File: config.mk
export PLATFORM = sky130hd
export DESIGN_NAME = tsh_sequencer
export DESIGN_NICKNAME = d
export VERILOG_FILES = /design/src/shared/tsh_pkg.sv /design/src/core/tsh_flag_sync.sv /design/src/core/tsh_sequencer.sv
export VERILOG_INCLUDE_DIRS = /design/src /design/src/shared
export SDC_FILE = /design/constraint.sdc
export NUM_CORES = 1
export LEC_CHECK = 0
export BUFFER_PORTS_ARGS = -buffer_cell sky130_fd_sc_hd__buf_4
export CORE_UTILIZATION = 50
export DETAILED_ROUTE_END_ITERATION = 8
export PLACE_DENSITY = 0.74
export SLEW_MARGIN = 30
export SYNTH_ARGS = -nofsm -noshare
export SYNTH_HDL_FRONTEND = slang
export SYNTH_HIERARCHICAL = 1
export SYNTH_SLANG_ARGS = --single-unit
File: constraint.sdc
create_clock -name clk_sys -period 2.7 [get_ports clk_sys]
set_input_delay 0.54 -clock clk_sys [delete_from_list [all_inputs] [get_ports clk_sys]]
set_output_delay 0.54 -clock clk_sys [all_outputs]
set_load 0.1 [all_outputs]
File: src/shared/tsh_defs.svh
/*
  Constants of the transfer sequencer: control word bit positions,
  clock period and handshake timing figures with derived cycle counts.
  Assumes inclusion by bare name from files that need the numbers.
*/
`ifndef TSH_DEFS_SVH
`define TSH_DEFS_SVH

// Control word layout
`define TSH_CW_WIDTH 16
`define TSH_CW_START_BIT 5
`define TSH_CW_BYTE_BIT 13

// Clock period of clk_sys in ns
`define TSH_CLK_NS 100

// Least settle time of write data before the command, in ns
`define TSH_SETTLE_NS 200
// Width of the pulse-mode command, in ns
`define TSH_PULSE_NS 8000

// Least time rounds up, none below one cycle
`define TSH_SETTLE_CYC ((`TSH_SETTLE_NS + `TSH_CLK_NS - 1) / `TSH_CLK_NS)
// Nominal width rounds down
`define TSH_PULSE_CYC (`TSH_PULSE_NS / `TSH_CLK_NS)

// Width of the timing counters
`define TSH_TMR_W 8

`endif

File: src/shared/tsh_pkg.sv
/*
  Types of the transfer sequencer: counter states, strobe group and
  jumper group carriers.
  Assumes nothing beyond a SystemVerilog compiler.
*/
package tsh_pkg;

  // Sequence counter states, Gray coded along 0-1-2-3-0
  typedef enum logic [1:0] {
    TSH_S0 = 2'h0,
    TSH_S1 = 2'h1,
    TSH_S2 = 2'h3,
    TSH_S3 = 2'h2
  } tsh_state_t;

  // Host transfer strobes, each active high
  typedef struct packed {
    logic direct_write_strobe;
    logic program_write_strobe;
    logic read_next_word;
    logic program_control_strobe;
    logic direct_control_strobe;
  } tsh_strobe_t;

  // Configuration jumpers, each high when installed
  typedef struct packed {
    logic start_edge_select;
    logic end_edge_select;
    logic pulse_mode_select;
    logic command_invert_select;
  } tsh_jumper_t;

endpackage

File: src/core/tsh_flag_sync.sv
/*
  Two-stage synchroniser with edge detection for peripheral inputs.
  Assumes asynchronous inputs and one clock clk_sys with synchronous reset.
*/
`timescale 1ns/10ps
module tsh_flag_sync #(
  parameter int WIDTH = 2
) (
  // Clock and reset
  input wire logic clk_sys,
  input wire logic reset,
  // Asynchronous inputs
  input wire logic [WIDTH-1:0] async_in,
  // Synchronised level and one-cycle edge pulses
  output logic [WIDTH-1:0] level,
  output logic [WIDTH-1:0] rise,
  output logic [WIDTH-1:0] fall
);

  genvar i;

  // One synchroniser per input bit
  generate
    for (i = 0; i < WIDTH; i = i + 1) begin : g_bit
      logic meta_r; // First stage, read only by second stage
      logic sync_r; // Second stage
      logic prev_r; // Delayed copy for edge detection

      // Shift chain; first stage feeds only the second
      always_ff @(posedge clk_sys) begin
        if (reset) begin
          meta_r <= 1'b0;
          sync_r <= 1'b0;
          prev_r <= 1'b0;
        end else begin
          meta_r <= async_in[i];
          sync_r <= meta_r;
          prev_r <= sync_r;
        end
      end

      // Edges from the stable stages only
      assign level[i] = sync_r;
      assign rise[i] = sync_r & ~prev_r;
      assign fall[i] = ~sync_r & prev_r;
    end
  endgenerate

endmodule

File: src/core/tsh_sequencer.sv
/*
  Data transfer sequencer with command/flag handshake to a parallel
  peripheral: start qualifier, flag edge latches, four-state counter,
  transfer flags, operation done and device command output.
  Assumes synchronous host strobes and control word on clk_sys, and
  asynchronous device flag and device end from the peripheral.
*/
// The register addresses and the strobed register port are this design's own decisions.
`timescale 1ns/10ps
`include "tsh_defs.svh"
module tsh_sequencer
  import tsh_pkg::*;
#(
  parameter int SETTLE_CYC = `TSH_SETTLE_CYC,
  parameter int PULSE_CYC = `TSH_PULSE_CYC
) (
  // Clock and resets
  input wire logic clk_sys,
  input wire logic reset,
  input wire logic master_reset_n,
  // Host strobes and control word
  input wire tsh_strobe_t strobes,
  input wire logic [`TSH_CW_WIDTH-1:0] control_word,
  // Configuration jumpers
  input wire tsh_jumper_t jumpers,
  // Peripheral inputs, asynchronous
  input wire logic device_flag,
  input wire logic device_end,
  // Peripheral command output
  output logic device_command,
  // Sequencer state to the rest of the card
  output logic [3:0] count_onehot,
  output logic operation_done,
  output logic read_transfer,
  output logic write_transfer,
  output logic start_qualifier
);

  // Timer values sized to the counters
  localparam logic [`TSH_TMR_W-1:0] SETTLE_V = `TSH_TMR_W'(SETTLE_CYC);
  localparam logic [`TSH_TMR_W-1:0] PULSE_V = `TSH_TMR_W'(PULSE_CYC);

  // Combined clear from system reset or master reset
  wire clr_all;
  // Synchronised peripheral signals
  logic [1:0] sync_level;
  logic [1:0] sync_rise;
  logic [1:0] sync_fall;
  wire flag_rise;
  wire flag_fall;
  wire dev_end;
  // Strobe trailing edges
  logic [4:0] strb_prev_r;
  wire [4:0] strb_now;
  wire [4:0] strb_trail;
  wire start_evt;
  wire write_evt;
  wire read_evt;
  // Control word bits
  wire byte_mode;
  wire cw_start;
  // Counter state
  tsh_state_t state_r;
  tsh_state_t state_nxt;
  wire in_s0;
  wire in_s1;
  wire in_s2;
  wire in_s3;
  wire step;
  // Qualifiers and latches
  logic start_q_r;
  logic first_flag_r;
  logic end_flag_r;
  logic done_pend_r;
  wire first_edge;
  wire end_edge;
  wire same_edge;
  wire first_flag_qualifier;
  wire end_qualifier;
  wire second_byte_qualifier;
  // Transfer flags
  logic read_xfer_r;
  logic write_xfer_r;
  wire any_xfer;
  // Command path
  wire cmd_req;
  logic cmd_req_prev_r;
  wire cmd_req_rise;
  logic [`TSH_TMR_W-1:0] settle_cnt_r;
  wire settle_done;
  wire cmd_level;
  logic cmd_level_prev_r;
  wire pulse_start;
  logic [`TSH_TMR_W-1:0] pulse_cnt_r;
  wire pulse_active;
  wire cmd_raw;
  logic cmd_out_r;

  assign clr_all = reset | ~master_reset_n;

  // Flag and device end pass two flops before any edge logic
  tsh_flag_sync #(
    .WIDTH(2)
  ) u_sync (
    .clk_sys(clk_sys),
    .reset(reset),
    .async_in({device_end, device_flag}),
    .level(sync_level),
    .rise(sync_rise),
    .fall(sync_fall)
  );

  // Leading and trailing flag edges, device end level
  assign flag_rise = sync_rise[0];
  assign flag_fall = sync_fall[0];
  assign dev_end = sync_level[1];

  // Control word decode
  assign byte_mode = control_word[`TSH_CW_BYTE_BIT];
  assign cw_start = control_word[`TSH_CW_START_BIT];

  // Strobes as a vector: [4] dw, [3] pw, [2] rnw, [1] pc, [0] dc
  assign strb_now = strobes;
  assign strb_trail = strb_prev_r & ~strb_now;

  // Previous strobe levels for trailing edge detection
  always_ff @(posedge clk_sys) begin
    if (clr_all) begin
      strb_prev_r <= 5'h00;
    end else begin
      strb_prev_r <= strb_now;
    end
  end

  // Start on any write or read-next trailing edge, control strobes need bit 5
  assign start_evt = strb_trail[4] | strb_trail[3] | strb_trail[2] |
                     ((strb_trail[1] | strb_trail[0]) & cw_start);
  // Write strobes mark a write, the others a read
  assign write_evt = strb_trail[4] | strb_trail[3];
  assign read_evt = strb_trail[2] | strb_trail[1] | strb_trail[0];

  // State decode to one-hot outputs
  assign in_s0 = (state_r == TSH_S0);
  assign in_s1 = (state_r == TSH_S1);
  assign in_s2 = (state_r == TSH_S2);
  assign in_s3 = (state_r == TSH_S3);
  assign count_onehot = {in_s3, in_s2, in_s1, in_s0};

  // Flag edge selection by jumpers
  assign first_edge = jumpers.start_edge_select ? flag_fall : flag_rise;
  assign end_edge = jumpers.end_edge_select ? flag_rise : flag_fall;
  // Both on leading or both on trailing edge
  assign same_edge = jumpers.start_edge_select ^ jumpers.end_edge_select;

  // Qualifiers for each step
  assign first_flag_qualifier = first_flag_r;
  assign end_qualifier = same_edge | end_flag_r | dev_end;
  assign second_byte_qualifier = ~byte_mode | dev_end | first_flag_r;

  // Next state of the sequence counter
  always_comb begin
    state_nxt = state_r;
    case (state_r)
      TSH_S0: begin
        // Idle until started
        if (start_q_r) begin
          state_nxt = TSH_S1;
        end
      end
      TSH_S1: begin
        // Wait for the first flag edge
        if (first_flag_qualifier) begin
          state_nxt = TSH_S2;
        end
      end
      TSH_S2: begin
        // Wait for the end of the operation
        if (end_qualifier) begin
          state_nxt = TSH_S3;
        end
      end
      TSH_S3: begin
        // Wait for second byte, or pass straight through
        if (second_byte_qualifier) begin
          state_nxt = TSH_S0;
        end
      end
      default: begin
        state_nxt = TSH_S0;
      end
    endcase
  end

  assign step = (state_nxt != state_r);

  // Counter register; device end forces idle
  always_ff @(posedge clk_sys) begin
    if (clr_all | dev_end) begin
      state_r <= TSH_S0;
    end else begin
      state_r <= state_nxt;
    end
  end

  // Start qualifier: set by start event, cleared leaving state 0
  always_ff @(posedge clk_sys) begin
    if (clr_all) begin
      start_q_r <= 1'b0;
    end else if (start_evt) begin
      start_q_r <= 1'b1;
    end else if (in_s0 & step) begin
      start_q_r <= 1'b0;
    end
  end

  // First flag latch: cleared leaving state 1 and leaving state 3
  always_ff @(posedge clk_sys) begin
    if (clr_all) begin
      first_flag_r <= 1'b0;
    end else if (first_edge) begin
      first_flag_r <= 1'b1;
    end else if ((in_s1 | in_s3) & step) begin
      first_flag_r <= 1'b0;
    end
  end

  // End flag latch: cleared entering state 1, and entering state 3 in byte mode
  always_ff @(posedge clk_sys) begin
    if (clr_all) begin
      end_flag_r <= 1'b0;
    end else if (end_edge) begin
      end_flag_r <= 1'b1;
    end else if (in_s0 & step) begin
      end_flag_r <= 1'b0;
    end else if (in_s2 & step & byte_mode) begin
      end_flag_r <= 1'b0;
    end
  end

  // Operation done pending from any step or device end outside state 0
  always_ff @(posedge clk_sys) begin
    if (clr_all) begin
      done_pend_r <= 1'b0;
    end else if (~in_s0 & (step | dev_end)) begin
      done_pend_r <= 1'b1;
    end else if (operation_done) begin
      done_pend_r <= 1'b0;
    end
  end

  // Done waits in state 0 for a late end edge
  assign operation_done = in_s0 & done_pend_r & end_qualifier;

  // Transfer flags; a new strobe wins over a done in the same cycle
  always_ff @(posedge clk_sys) begin
    if (clr_all) begin
      read_xfer_r <= 1'b0;
      write_xfer_r <= 1'b0;
    end else begin
      if (write_evt) begin
        write_xfer_r <= 1'b1;
      end else if (operation_done) begin
        write_xfer_r <= 1'b0;
      end
      if (read_evt) begin
        read_xfer_r <= 1'b1;
      end else if (operation_done) begin
        read_xfer_r <= 1'b0;
      end
    end
  end

  assign any_xfer = read_xfer_r | write_xfer_r;

  // Command request in state 1, and state 3 in byte mode; device end inhibits
  assign cmd_req = any_xfer & (in_s1 | (in_s3 & byte_mode)) & ~dev_end;
  assign cmd_req_rise = cmd_req & ~cmd_req_prev_r;

  // Write settle timer restarts on each request
  always_ff @(posedge clk_sys) begin
    if (clr_all) begin
      cmd_req_prev_r <= 1'b0;
      settle_cnt_r <= '0;
    end else begin
      cmd_req_prev_r <= cmd_req;
      if (cmd_req_rise) begin
        settle_cnt_r <= SETTLE_V;
      end else if (settle_cnt_r != '0) begin
        settle_cnt_r <= settle_cnt_r - `TSH_TMR_W'(1);
      end
    end
  end

  // Writes wait for the settle time, reads do not
  assign settle_done = ~write_xfer_r | (~cmd_req_rise & (settle_cnt_r == '0));
  assign cmd_level = cmd_req & settle_done;
  assign pulse_start = cmd_level & ~cmd_level_prev_r;

  // Pulse width timer started by each command
  always_ff @(posedge clk_sys) begin
    if (clr_all) begin
      cmd_level_prev_r <= 1'b0;
      pulse_cnt_r <= '0;
    end else begin
      cmd_level_prev_r <= cmd_level;
      if (pulse_start) begin
        pulse_cnt_r <= PULSE_V;
      end else if (pulse_cnt_r != '0) begin
        pulse_cnt_r <= pulse_cnt_r - `TSH_TMR_W'(1);
      end
    end
  end

  assign pulse_active = (pulse_cnt_r != '0);

  // Pulse mode uses fixed width, response mode follows the level
  assign cmd_raw = jumpers.pulse_mode_select ? pulse_active : cmd_level;

  // Registered command with selectable polarity
  always_ff @(posedge clk_sys) begin
    if (clr_all) begin
      cmd_out_r <= jumpers.command_invert_select ? 1'b1 : 1'b0;
    end else begin
      cmd_out_r <= cmd_raw ^ jumpers.command_invert_select;
    end
  end

  // Outputs
  assign device_command = cmd_out_r;
  assign read_transfer = read_xfer_r;
  assign write_transfer = write_xfer_r;
  assign start_qualifier = start_q_r;

endmodule

Yosys cells after proc, flatten, opt, wreduce, memory -nomap -nowiden:

Index checks and enable logic that the tools add are counted.
W data, S select, Z words.

* flip-flop bits (word level): 37
* word-level logic and storage cells: 113

* reductions and logical operators: 14
* $add $sub $neg: 2
* bitwise logic cells: 48
* multiplexer cells: 25
* equality and inequality tests: 4

Operator list (count)
* $and A1 B1 Y1: 17
* $or A1 B1 Y1: 17
* $mux W1: 16
* $reduce_bool A8 Y1: 2
* $sub A8 B1 Y8 const B: 2
* $mux W7: 2
* $reduce_bool A2 Y1: 7
* $mux W2: 6
* $not A1 Y1: 10
* $logic_not A8 Y1: 1
* $pmux W2 S4: 1
* $and A5 B5 Y5: 1
* $not A5 Y5: 1
* $eq A2 B2 Y1 const B: 2
* $reduce_or A2 Y1: 2
* $reduce_bool A3 Y1: 1
* $eq A2 B1 Y1 const B: 1
* $logic_not A2 Y1: 1
* $ne A2 B2 Y1: 1
* $xor A1 B1 Y1: 2

Longest topological paths before layout:

* depth in word-level cells: 13
* mapped depth: 7
* depth with buffers taken out: 6

Hierarchy:

Netlist, hierarchy kept.

Modules (own cells, without submodules)
* tsh_sequencer: sequential area each 640.6 µm², cells each 187, area each 1655.3 µm², instances 1
* tsh_flag_sync: sequential area each 120.1 µm², cells each 18, area each 197.7 µm², instances 1

Least setup slack after synthesis:

OpenSTA, ideal clock, no wires.

* path kind: register to output
* start: register state_r[0]
* end: output port operation_done
* path buffers: 1
* arrival: 1.661 ns
* setup slack: 0.499 ns
* cell stages (with the launch flop): 6
* cells stage by stage: dfxtp_1 > inv_1 > ha_1 > clkbuf_1 > o311ai_1 > inv_1

* word-level cells in the longest chain between the ends: 3

Ends and longest elaborated chain
* from (decl): RTL line tsh_sequencer.sv:63 `tsh_state_t state_r;`
* from (signal assigned): RTL line tsh_sequencer.sv:201 `state_r <= state_nxt;`
* $logic_not A2 Y1: RTL line tsh_sequencer.sv:143 `assign in_s0 = (state_r == TSH_S0);`
* net in_s0: RTL line tsh_sequencer.sv:65 `wire in_s0;`
* $and A1 B1 Y1 (2 in a row): RTL line tsh_sequencer.sv:252 `assign operation_done = in_s0 & done_pend_r & end_qualifier;`
* to (decl): RTL line tsh_sequencer.sv:33 `output logic operation_done,`

The timed path passes the listed nets, and every way through them passes these cells.

Worst setup path after layout:

* start: register state_r[1]
* end: output port operation_done

* word-level cells in the longest chain between the ends: 3

Ends and longest elaborated chain (RTL line)
* $logic_not A2 Y1: tsh_sequencer.sv:143
* $and A1 B1 Y1 (2 in a row): tsh_sequencer.sv:252

No other way between the ends.

==> results.sh <==
export IMPL_num_antenna_cells=0
export IMPL_critPathKind="reg -> out"
export IMPL_ir_worst_vdd_mv=0.6222
export IMPL_fillCellCount=311
export IMPL_area_growth_pct=13.71
export IMPL_fin_nets=260
export IMPL_slowest_stage="dfxtp_1"
export IMPL_final_area_sq_um=2054
export IMPL_power_frac_seq=0.369
export IMPL_cts_buffer_depth=2
export IMPL_critical_path_arrival_ps=1920
export IMPL_chipHeight_um=62.11
export IMPL_cp_cell_sequence="inv_1 -> ha_1 -> o311ai_1 -> inv_1 -> buf_4"
export IMPL_cp_startpoint="state_r[1]$_SDFF_PP0_"
export IMPL_yosysWarnings=6
export IMPL_slew_headroom=0.6060
export IMPL_place_gp_congestion=0.8117
export IMPL_p_per_area_nw_per_um2=1031
export IMPL_synth_nets=237
export IMPL_max_freq_mhz=407.2
export IMPL_place_area_sq_um=1999
export IMPL_grt_pass1_wl_um=6141
export IMPL_clk_pin_slew_ps=110
export IMPL_htree_levels=2
export IMPL_first_pass_iters=4
export IMPL_port_buffers=24
export IMPL_ant_nets=0
export IMPL_tns_ps=0
export IMPL_place_inst=262
export IMPL_setup_viol=0
export IMPL_drv_slew=0
export IMPL_worst_pin_slew_ps=591.0
export IMPL_min_delay_start="reset"
export IMPL_final_hold_viol_count=0
export IMPL_fin_crit_ps=2456
export IMPL_critPathMostFrequentCell="inv_1"
export IMPL_core_area_sq_um=3390
export IMPL_p_comb_frac=0.497
export IMPL_cts_tree="done"
export IMPL_hp_class="in -> reg"
export IMPL_cpPeakStageDelay_ps=390
export IMPL_postCtsHoldBufs=0
export IMPL_die_x_um=62.11
export IMPL_layoutNonFillerInstCount=270
export IMPL_netSwitchingPower_w=0.0008594
export IMPL_crit_path_start_kind="flop"
export IMPL_critPathMaxFanout=11
export IMPL_fin_crit_sh=0.9095
export IMPL_wire_per_inst_um=12.84
export IMPL_grt_overflow=0
export IMPL_vias_per_cell=5.526
export IMPL_synth_area_sq_um=1807
export IMPL_rsz0062_at_grt="no"
export IMPL_swShare=0.4059
export IMPL_clk_latency_ps=340
export IMPL_p_leak_nw=0.8933
export IMPL_clock_sinks=37
export IMPL_pin_count=39
export IMPL_cts_post_setup_buffers_inserted=0
export IMPL_required_ps=2160
export IMPL_p_int_w=0.001258
export IMPL_r2r_start="state_r[0]$_SDFF_PP0_"
export IMPL_num_vias=1492
export IMPL_post_route_util=0.6061
export IMPL_cts_buffers=5
export IMPL_start_util=0.5330
export IMPL_rows=21
export IMPL_die_area_sq_um=3858
export IMPL_netlist_instances=200
export IMPL_grt_pass1_vias=1485
export IMPL_drive_above_1_share=0.1875
export IMPL_cp_top_family="buffers and inverters"
export IMPL_fin_skew_ps=7.699
export IMPL_grt_util_all_layers=0.1976
export IMPL_drc=0
export IMPL_crit_path_end_kind="primary output"
export IMPL_place_hpwl_um=2663
export IMPL_clockPowerShare=0.133
export IMPL_antenna_found_initial=0
export IMPL_cts_root_buf="clkbuf_4"
export IMPL_wl_um=3467
export IMPL_cap_violations=0
export IMPL_postSynthAreaPerCell_sq_um=9.034
export IMPL_cts_resized=0
export IMPL_critical_path_buf_inv_count=3
export IMPL_status="finished, final reports clean"
export IMPL_grt_start_max_net_pins=17
export IMPL_dr_first_iter_drc_count=34
-- power groups by stage --
stage	clock network, W	logic [W]	registers [W]
floorplan	0	0.000836	0.000812
global placement	0	0.00100	0.000783
detailed placement	0	0.00105	0.000795
CTS	0.000296	0.00106	0.000783
global route	0.000325	0.00117	0.000803
finish	0.000282	0.00105	0.000782
-- final timing paths --
| kind | slack, ps | cells after the start | end |
|---|---|---|---|
| min | 390 | 2 | u_sync/g_bit[0].prev_r$_SDFF_PP0_ |
| max reg2reg | 790 | 6 | done_pend_r$_SDFFE_PP0P_ |
| min reg2reg | 450 | 1 | u_sync/g_bit[1].sync_r$_SDFF_PP0_ |
| max | 240 | 5 | operation_done |
-- area by class of cell --
type | count | area, sq um | share of cell area
Inverter | 14 | 52.55 | 0.02558
Tap cell | 46 | 57.56 | 0.02801
Sequential cell | 37 | 740.7 | 0.3605
Clock inverter | 3 | 17.52 | 0.008526
Timing Repair Buffer | 25 | 187.7 | 0.09135
Clock buffer | 5 | 37.54 | 0.01827
Multi-Input combinational cell | 140 | 960.9 | 0.4677
-- registers in the layout, indices dropped and copies added (netlist names) --
signal,count
end_flag_r,1
first_flag_qualifier,1
done_pend_r,1
write_transfer,1
read_transfer,1
u_sync/g_bit.meta_r,2
u_sync/g_bit.prev_r,1
cmd_req_prev_r,1
device_command,1
cmd_level_prev_r,1
settle_cnt_r,8
u_sync/g_bit.sync_r,2
state_r,2
pulse_cnt_r,8
start_qualifier,1
strb_prev_r,5
-- cells in the final DEF, fill, tap and decap left out, drive strengths merged, types with 6 or more instances in the layout --
cell and count:
ha 7, nor2b 13, inv 14, nand2 12, nor3 8, o21ai 6, dfxtp 37, and2 6
buf 25, a21oi 13, nor2 16
-- metal layers --
metal | GRT usage | up-vias | wire length, um | part of all wire
met1 | 0.2235 | 716 | 1539 | 0.44
met3 | 0.05515 | 8 | 106 | 0.031
li1 | - | 745 | - | -
met5 | 0 | - | 0 | 0
met4 | 0.08140 | 0 | 65 | 0.019
met2 | 0.3475 | 23 | 1755 | 0.51
-- through the flow --
step,setup WS [ps],total power (W),hold slack [ps]
5_1_grt,95.06,0.002297,366.1
6_report,244.2,0.002117,391.9
3_3_place_gp,525.7,0.001786,425.9
2_1_floorplan,498.5,0.001648,413.8
3_5_place_dp,510.6,0.001849,423.9
4_1_cts,261.9,0.002137,381.3
Power figures use the tool's default switching activity.
